## src/hdl/ssn_pkg.sv

```systemverilog
// constants, types and helpers for the slot and sample timebase
package ssn_pkg;
    localparam int unsigned CLK_HZ    = 10_000_000;
    localparam int unsigned SAMPLE_HZ = 48_000;
    localparam int unsigned ACC_W     = 24;
    localparam logic [ACC_W-1:0] ACC_STEP = ACC_W'(SAMPLE_HZ);
    localparam logic [ACC_W-1:0] ACC_WRAP = ACC_W'(CLK_HZ);

    localparam int unsigned SAMPLE_W = 11;
    localparam int unsigned SLOT_W   = 12;
    localparam int unsigned SLOT_LSB = 16;
    localparam logic [SAMPLE_W-1:0] SAMPLE_LAST = 11'h4FF;
    localparam logic [SLOT_W-1:0]   SLOT_LAST   = 12'h8C9;
    localparam logic [SAMPLE_W-1:0] SAMPLE_ZERO = 11'h000;
    localparam logic [SLOT_W-1:0]   SLOT_ZERO   = 12'h000;
    localparam logic [15:0]         ADJ_ZERO    = 16'h0000;

    localparam logic [12:0] ODD_LO     = 13'h0140;
    localparam logic [12:0] ODD_HI     = 13'h03C0;
    localparam logic [12:0] ODD_CENTRE = 13'h0280;

    localparam logic [7:0] ADDR_VALUE   = 8'h11;
    localparam logic [7:0] ADDR_DOZE    = 8'h12;
    localparam logic [7:0] ADDR_RESUME  = 8'h13;
    localparam logic [7:0] ADDR_COARSE  = 8'h15;
    localparam logic [7:0] ADDR_FINE    = 8'h16;
    localparam logic [7:0] ADDR_ADJPT   = 8'h17;
    localparam logic [7:0] ADDR_LIMIT   = 8'h18;
    localparam logic [7:0] ADDR_CAPTURE = 8'h19;

    typedef enum logic [1:0] {
        MODE_MANUAL,
        MODE_ACQUIRE,
        MODE_TRACK,
        MODE_RESERVED
    } ssn_mode_e;

    typedef struct packed {
        logic [SLOT_W-1:0]   slot;
        logic [SAMPLE_W-1:0] sample;
    } ssn_count_s;

    // register layout shared by live value and captured copy
    function automatic logic [31:0] ssn_pack(input ssn_count_s c);
        logic [31:0] w;
        w = 32'h0000_0000;
        w[SLOT_LSB +: SLOT_W] = c.slot;
        w[SAMPLE_W-1:0]       = c.sample;
        return w;
    endfunction
endpackage

```

## src/hdl/ssn_timebase.sv

```systemverilog
// slot and sample timebase with capture, sleep points and corrections
module ssn_timebase
    import ssn_pkg::*;
(
    input  wire logic        clk,
    input  wire logic        rst,
    input  wire logic [7:0]  reg_addr,
    input  wire logic        reg_wr,
    input  wire logic [15:0] reg_wdata,
    input  wire logic        reg_rd,
    output logic      [31:0] reg_rdata_q,
    input  wire logic [1:0]  adjust_mode,
    input  wire logic        doze_enable,
    input  wire logic [1:0]  slot_inactive,
    input  wire logic        second_mark_in,
    output logic      [1:0]  rx_doze_q,
    output logic             correction_applied_irq_q
);
    ssn_count_s            cnt_q;
    ssn_count_s            cnt_d;
    ssn_count_s            capture_q;
    logic [ACC_W-1:0]      acc_q;
    logic [SAMPLE_W-1:0]   doze_pt_q;
    logic [SAMPLE_W-1:0]   resume_pt_q;
    logic [SAMPLE_W-1:0]   adj_pt_q;
    logic [SAMPLE_W-1:0]   limit_q;
    logic [15:0]           coarse_q;
    logic [15:0]           fine_q;
    logic                  armed_q;
    logic                  auto_pend_q;
    logic [12:0]           auto_nudge_q;
    logic                  mark_prev_q;

    ssn_mode_e             mode;
    logic [ACC_W:0]        acc_sum;
    logic                  tick;
    logic                  mark_rise;
    logic                  at_trigger;
    logic                  manual_apply;
    logic                  auto_apply;
    logic                  apply;
    logic                  sample_wrap;
    logic [SAMPLE_W-1:0]   sample_step;
    logic signed [17:0]    slot_sum;
    logic signed [17:0]    slot_mod;
    logic [SLOT_W-1:0]     slot_adj;
    logic [SLOT_W-1:0]     slot_step;
    logic signed [15:0]    sample_nudge;
    logic signed [12:0]    raw_nudge;
    logic signed [12:0]    lim_pos;
    logic signed [12:0]    clamped;
    logic [12:0]           mark_sample;
    logic                  wr_coarse;
    logic                  wr_fine;
    logic                  slot_nudged;
    logic [31:0]           rd_mux;

    assign mode = ssn_mode_e'(adjust_mode);

    // fractional divider: exact 48 kHz on average from the 10 MHz clock
    assign acc_sum = {1'b0, acc_q} + {1'b0, ACC_STEP};
    assign tick    = acc_sum >= {1'b0, ACC_WRAP};

    assign mark_rise = second_mark_in & ~mark_prev_q;
    assign wr_coarse = reg_wr && reg_addr == ADDR_COARSE;
    assign wr_fine   = reg_wr && reg_addr == ADDR_FINE;

    assign at_trigger   = tick && cnt_q.sample == adj_pt_q;
    assign manual_apply = at_trigger && armed_q && mode == MODE_MANUAL;
    assign auto_apply   = at_trigger && auto_pend_q &&
                          (mode == MODE_ACQUIRE || mode == MODE_TRACK);
    assign apply        = manual_apply || auto_apply;
    assign slot_nudged  = auto_apply && mode == MODE_TRACK && coarse_q != ADJ_ZERO;

    // fine adjust is ignored outside manual mode
    assign sample_nudge = manual_apply ? $signed(fine_q)
                                       : 16'($signed(auto_nudge_q));

    // no wrap under correction: a bad sum can leave the legal range
    assign sample_wrap = cnt_q.sample == SAMPLE_LAST;
    assign sample_step = sample_wrap ? SAMPLE_ZERO : cnt_q.sample + 11'h001;
    assign slot_step   = cnt_q.slot == SLOT_LAST ? SLOT_ZERO
                                                 : cnt_q.slot + 12'h001;

    assign slot_sum = $signed({6'h00, cnt_q.slot}) + 18'($signed(coarse_q));
    assign slot_mod = slot_sum % $signed({6'h00, SLOT_LAST + 12'h001});
    assign slot_adj = slot_mod < 0
                    ? SLOT_W'(slot_mod + $signed({6'h00, SLOT_LAST + 12'h001}))
                    : SLOT_W'(slot_mod);

    always_comb begin
        cnt_d = cnt_q;
        if (apply) begin
            // correction takes the place of the normal step
            cnt_d.sample = SAMPLE_W'($signed({5'h00, cnt_q.sample}) + sample_nudge);
            if (manual_apply || slot_nudged) begin
                cnt_d.slot = slot_adj;
            end
        end else if (tick) begin
            cnt_d.sample = sample_step;
            if (sample_wrap) begin
                cnt_d.slot = slot_step;
            end
        end
    end

    // track mode: odd seconds sit mid slot, even seconds on a boundary
    assign mark_sample = {2'b00, cnt_q.sample};
    assign raw_nudge = (mark_sample >= ODD_LO && mark_sample < ODD_HI)
                     ? $signed(ODD_CENTRE - mark_sample)
                     : -$signed(mark_sample);
    assign lim_pos = $signed({2'b00, limit_q});
    assign clamped = raw_nudge > lim_pos  ? lim_pos
                   : raw_nudge < -lim_pos ? -lim_pos
                   : raw_nudge;

    always_comb begin
        unique case (reg_addr)
            ADDR_VALUE:   rd_mux = ssn_pack(cnt_q);
            ADDR_CAPTURE: rd_mux = ssn_pack(capture_q);
            default:      rd_mux = 32'h0000_0000;
        endcase
    end

    always_ff @(posedge clk) begin
        if (rst) begin
            acc_q       <= '0;
            cnt_q       <= '0;
            mark_prev_q <= 1'b0;
        end else begin
            acc_q       <= tick ? ACC_W'(acc_sum - {1'b0, ACC_WRAP}) : acc_sum[ACC_W-1:0];
            cnt_q       <= cnt_d;
            mark_prev_q <= second_mark_in;
        end
    end

    always_ff @(posedge clk) begin
        if (rst) begin
            capture_q <= '0;
        end else if (mark_rise) begin
            capture_q <= cnt_q;
        end
    end

    // threshold registers keep only the sample field
    always_ff @(posedge clk) begin
        if (rst) begin
            doze_pt_q   <= SAMPLE_ZERO;
            resume_pt_q <= SAMPLE_ZERO;
            adj_pt_q    <= SAMPLE_ZERO;
            limit_q     <= SAMPLE_ZERO;
        end else if (reg_wr) begin
            if (reg_addr == ADDR_DOZE)   doze_pt_q   <= reg_wdata[SAMPLE_W-1:0];
            if (reg_addr == ADDR_RESUME) resume_pt_q <= reg_wdata[SAMPLE_W-1:0];
            if (reg_addr == ADDR_ADJPT)  adj_pt_q    <= reg_wdata[SAMPLE_W-1:0];
            if (reg_addr == ADDR_LIMIT)  limit_q     <= reg_wdata[SAMPLE_W-1:0];
        end
    end

    // a host write in the apply cycle wins so the new value is not lost
    always_ff @(posedge clk) begin
        if (rst) begin
            coarse_q <= ADJ_ZERO;
            fine_q   <= ADJ_ZERO;
            armed_q  <= 1'b0;
        end else begin
            if (wr_coarse) begin
                coarse_q <= reg_wdata;
            end else if (manual_apply || slot_nudged) begin
                coarse_q <= ADJ_ZERO;
            end
            if (wr_fine) begin
                fine_q  <= reg_wdata;
                armed_q <= 1'b1;
            end else if (manual_apply) begin
                fine_q  <= ADJ_ZERO;
                armed_q <= 1'b0;
            end
        end
    end

    // acquire: a correction from each mark taken while none is pending; track: every second
    always_ff @(posedge clk) begin
        if (rst) begin
            auto_pend_q  <= 1'b0;
            auto_nudge_q <= '0;
        end else if (mark_rise && mode == MODE_TRACK) begin
            auto_pend_q  <= 1'b1;
            auto_nudge_q <= clamped;
        end else if (mark_rise && mode == MODE_ACQUIRE && !auto_pend_q) begin
            auto_pend_q  <= 1'b1;
            auto_nudge_q <= -mark_sample;
        end else if (auto_apply || mode == MODE_MANUAL) begin
            auto_pend_q  <= 1'b0;
        end
    end

    always_ff @(posedge clk) begin
        if (rst) begin
            correction_applied_irq_q <= 1'b0;
        end else begin
            correction_applied_irq_q <= manual_apply || slot_nudged ||
                                        (auto_apply && mode == MODE_ACQUIRE);
        end
    end

    // per receive channel sleep window inside an inactive slot
    for (genvar ch = 0; ch < 2; ch++) begin : g_doze
        always_ff @(posedge clk) begin
            if (rst) begin
                rx_doze_q[ch] <= 1'b0;
            end else if (cnt_q.sample == resume_pt_q) begin
                rx_doze_q[ch] <= 1'b0;
            end else if (doze_enable && slot_inactive[ch] && cnt_q.sample == doze_pt_q) begin
                rx_doze_q[ch] <= 1'b1;
            end
        end
    end

    always_ff @(posedge clk) begin
        if (rst) begin
            reg_rdata_q <= 32'h0000_0000;
        end else if (reg_rd) begin
            reg_rdata_q <= rd_mux;
        end
    end
endmodule

```

## config.mk

```make
export PLATFORM = sky130hd
export DESIGN_NAME = ssn_timebase
export DESIGN_NICKNAME = d
export VERILOG_FILES = /design/src/hdl/ssn_pkg.sv /design/src/hdl/ssn_timebase.sv
export SDC_FILE = /design/constraint.sdc
export NUM_CORES = 1
export LEC_CHECK = 0
export BUFFER_PORTS_ARGS = -buffer_cell sky130_fd_sc_hd__buf_2
export CORE_MARGIN = 2
export CORE_UTILIZATION = 40
export DETAILED_ROUTE_END_ITERATION = 10
export GPL_TIMING_DRIVEN = 0
export SKIP_LAST_GASP = 1
export SYNTH_ARGS = -nofsm -noshare
export SYNTH_HDL_FRONTEND = slang
export SYNTH_SLANG_ARGS = --single-unit
```

## constraint.sdc

```tcl
create_clock -name clk -period 24.1 [get_ports clk]
set_clock_uncertainty 0.05 [all_clocks]
set_input_delay 4.82 -clock clk [delete_from_list [all_inputs] [get_ports clk]]
set_output_delay 4.82 -clock clk [all_outputs]
set_load 0.03 [all_outputs]
```

==> impl_metrics.tcl <==
set metrics [dict create \
    rsz0062_at_grt "false" \
    max-slew-margin-rel 0.324 \
    dp_hpwl_um 35300 \
    firstDrtPassIters 8 \
    drive_gt1_frac 0.0950 \
    chipHeight_um 196 \
    cts-buffers-inserted 17 \
    netlist.area_leader.share 0.235 \
    avgViaCountPerCell 5.82 \
    grt_max_degree 21 \
    synth_cells 1954 \
    endpoint "cnt_q[20]" \
    drtIter0Drc 1016 \
    finalWorstSetupSlack_ns 11.89 \
    cts_sinks 174 \
    ant_nets 0 \
    cts_tree "built" \
    ctsResizeCount 0 \
    startpoint "cnt_q[11]" \
    period_minus_slack_ns 12.21 \
    status "finished clean" \
    wl_um 45600 \
    cts.htree.levels 4 \
    crit-reg2reg-capture "cnt_q[20]" \
    initial_utilization 0.405 \
    grt_pass1_vias 13953 \
    rrSetupSlack_ns 11.89 \
    synth-seq-cells 174 \
    cp-start-kind "flop" \
    synth_area_um2 14800 \
    place_congestion 0.892 \
    yosysWarnings 0 \
    cts_setup_buffers 0 \
    path_common_cell "xnor2_1" \
    die_w_um 196 \
    syn_area_per_cell_um2 7.57 \
    ys_seq_area_frac 0.235 \
    cpPeakStageDelay_ns 0.78 \
    cts_max_path_buffers 2 \
    cellPowerDensity_nw_per_um2 42.5 \
    finalHoldViolCount 0 \
    io_buffers 59 \
    cts_hold_buffers 0 \
    synthArstFlopShare 0 \
    leakagePower_nw 6.24 \
    nets 2141 \
    die_area_um2 38500 \
    cts.reportedPaths.clkPinSlew_ns 0.08 \
    synth-main-ff-cell "dfxtp_1" \
    drc 0 \
    max_cap_violations 0 \
    period_share 0.507 \
    cp-end-kind "flop" \
    critical_path_arrival_ns 12.44 \
    hold_class "flop to flop" \
    yosysTopAreaCell "dfxtp_1" \
    track_usage 0.236 \
    area_delta_synth_final_pct 10.4 \
    yosysUniqueCellTypes 111 \
    vias 14690 \
    setup_violations 0 \
    worstSetupPathType "flop to flop" \
    clk_latency_ns 0.45 \
    pre_cts_slack_ns 12.10 \
    worst-r2r-cell-count 38 \
    wl_per_cell_um 18.1 \
    worstMarginPinSlew_ns 1.01 \
    ys_top_cells_by_area "dfxtp_1 (24%), xnor2_1 (6.4%), nor2_1 (5.9%), a21oi_1 (5.7%), ha_1 (5.5%)" \
    r2r-start "cnt_q[11]" \
    root_buffer "clkbuf_16" \
    worst_path_max_delay_cell "a211oi_2" \
    peakVddDrop_uv 35.3 \
    io_pins 69 \
    synth_edf_count 0 \
    coreArea_um2 36500 \
    antenna_found_initial 1 \
    setup_tns_ns 0 \
    overflow 0 \
    grt_pass1_wl_um 73900 \
    crit_required_ns 24.33 \
    achievable-frequency_mhz 81.9 \
    rows 70 \
    cp_max_fo 10 \
    slew_violations 0 \
]
==> logic make-up after synthesis <==
kind of cell | count (synthesis) | synth area share
AND/OR/NAND/NOR | 743 | 0.245
AO/OA/AOI/OAI | 536 | 0.244
flip-flops | 174 | 0.235
XOR/XNOR | 169 | 0.102
buffers and inverters | 163 | 0.0447
multiplexers | 99 | 0.0700
adder cells (fa/ha/maj) | 69 | 0.0590
other | 1 | 0.000253
==> synth_stat cells, drive strengths merged (25+ instances only) <==
| cell | instances |
|---|---|
| a31oi | 33 |
| mux2i | 66 |
| a211oi | 28 |
| mux2 | 33 |
| nor3 | 45 |
| xor2 | 59 |
| inv | 50 |
| o21ai | 104 |
| buf | 29 |
| nor2 | 232 |
| dfxtp | 174 |
| nand3 | 73 |
| nand4 | 25 |
| nand2 | 168 |
| xnor2 | 109 |
| nor2b | 47 |
| clkbuf | 82 |
| ha | 65 |
| a21oi | 172 |
==> registers in the layout, indices dropped and copies added (netlist names) <==
signal and flops:
reg_rdata_q 23, acc_q 17, coarse_q 16, fine_q 11, doze_pt_q 11, limit_q 11
cnt_q 23, resume_pt_q 11, correction_applied_irq_q 1, mark_prev_q 1, auto_pend_q 1, auto_nudge_q 11
armed_q 1, adj_pt_q 11, capture_q 23, rx_doze_q 2
==> worst min-delay path by stage <==
stage                  start  slack (ns)  cells after the start            end
2_1_floorplan  capture_q[10]        0.38                      2  capture_q[10]
3_3_place_gp   capture_q[18]        0.39                      2  capture_q[18]
3_5_place_dp   capture_q[12]        0.40                      2  capture_q[12]
4_1_cts        capture_q[12]        0.41                      2  capture_q[12]
5_1_grt         capture_q[0]        0.43                      2   capture_q[0]
6_report       capture_q[12]        0.41                      2  capture_q[12]
==> cells in the final DEF (no fill, tap or decap), types with 19 or more instances in the layout <==
| cell type | count |
|---|---|
| a21oi_1 | 168 |
| o21ai_0 | 88 |
| xor2_1 | 58 |
| nand3_1 | 72 |
| nor2b_1 | 47 |
| mux2i_1 | 65 |
| o22ai_1 | 20 |
| a211oi_1 | 23 |
| dfxtp_1 | 174 |
| nand4_1 | 25 |
| nand2_1 | 166 |
| nor3_1 | 45 |
| inv_1 | 50 |
| nand2b_1 | 21 |
| buf_2 | 68 |
| nor2_1 | 231 |
| a31oi_1 | 33 |
| o211ai_1 | 19 |
| clkbuf_1 | 82 |
| mux2_2 | 32 |
| or3_1 | 21 |
| and3_1 | 23 |
| ha_1 | 65 |
| xnor2_1 | 108 |
==> per-layer routing <==
metal / global-route usage / vias to the layer above / share of wire
met4: 0.0612 / 0 / 0.019
met1: 0.322 / 6935 / 0.47
met2: 0.393 / 447 / 0.46
li1: - / 7244 / -
met3: 0.0289 / 64 / 0.057
met5: 0 / - / 0
==> stage by stage <==
stage | instance area, µm² | power, mW | instances | util | hold slack [ns]
4_1_cts | 16300 | 0.695 | 2521 | 0.447 | 0.408
5_1_grt | 16300 | 0.722 | 2521 | 0.447 | 0.430
3_5_place_dp | 15700 | 0.413 | 2489 | 0.430 | 0.397
6_report | 16300 | 0.695 | 2522 | 0.447 | 0.408
3_3_place_gp | 15700 | 0.411 | 2489 | 0.430 | 0.389
2_1_floorplan | 14800 | 0.386 | 1962 | - | 0.383
==> area by class of cell <==
class | count | area (µm²)
clock buffer | 17 | 425
inverter | 52 | 195
multi-input combinational | 1625 | 10700
sequential | 174 | 3480
clock inverter | 15 | 189
tap | 468 | 586
timing repair buffer | 59 | 295
buffer | 111 | 465
antenna | 1 | 2.50
fill | 3714 | 20200
==> worst max-delay path, delay by kind of cell, from the launching register on <==
family	cells	cell delay (ns)
xor+xnor	5	1.56
simple gates	9	2.45
mux	1	0.46
compound gates	17	5.57
buf+inv	2	0.25
fa+ha+maj	4	1.15
flops	1	0.53
==> power by group <==
part | leakage [nW] | internal (mW) | switching (mW)
Clock | 0.297 | 0.142 | 0.146
Sequential | 1.41 | 0.296 | 0.00844
Combinational | 4.54 | 0.0373 | 0.0658
No activity file was read; power rests on OpenSTA's default activity.
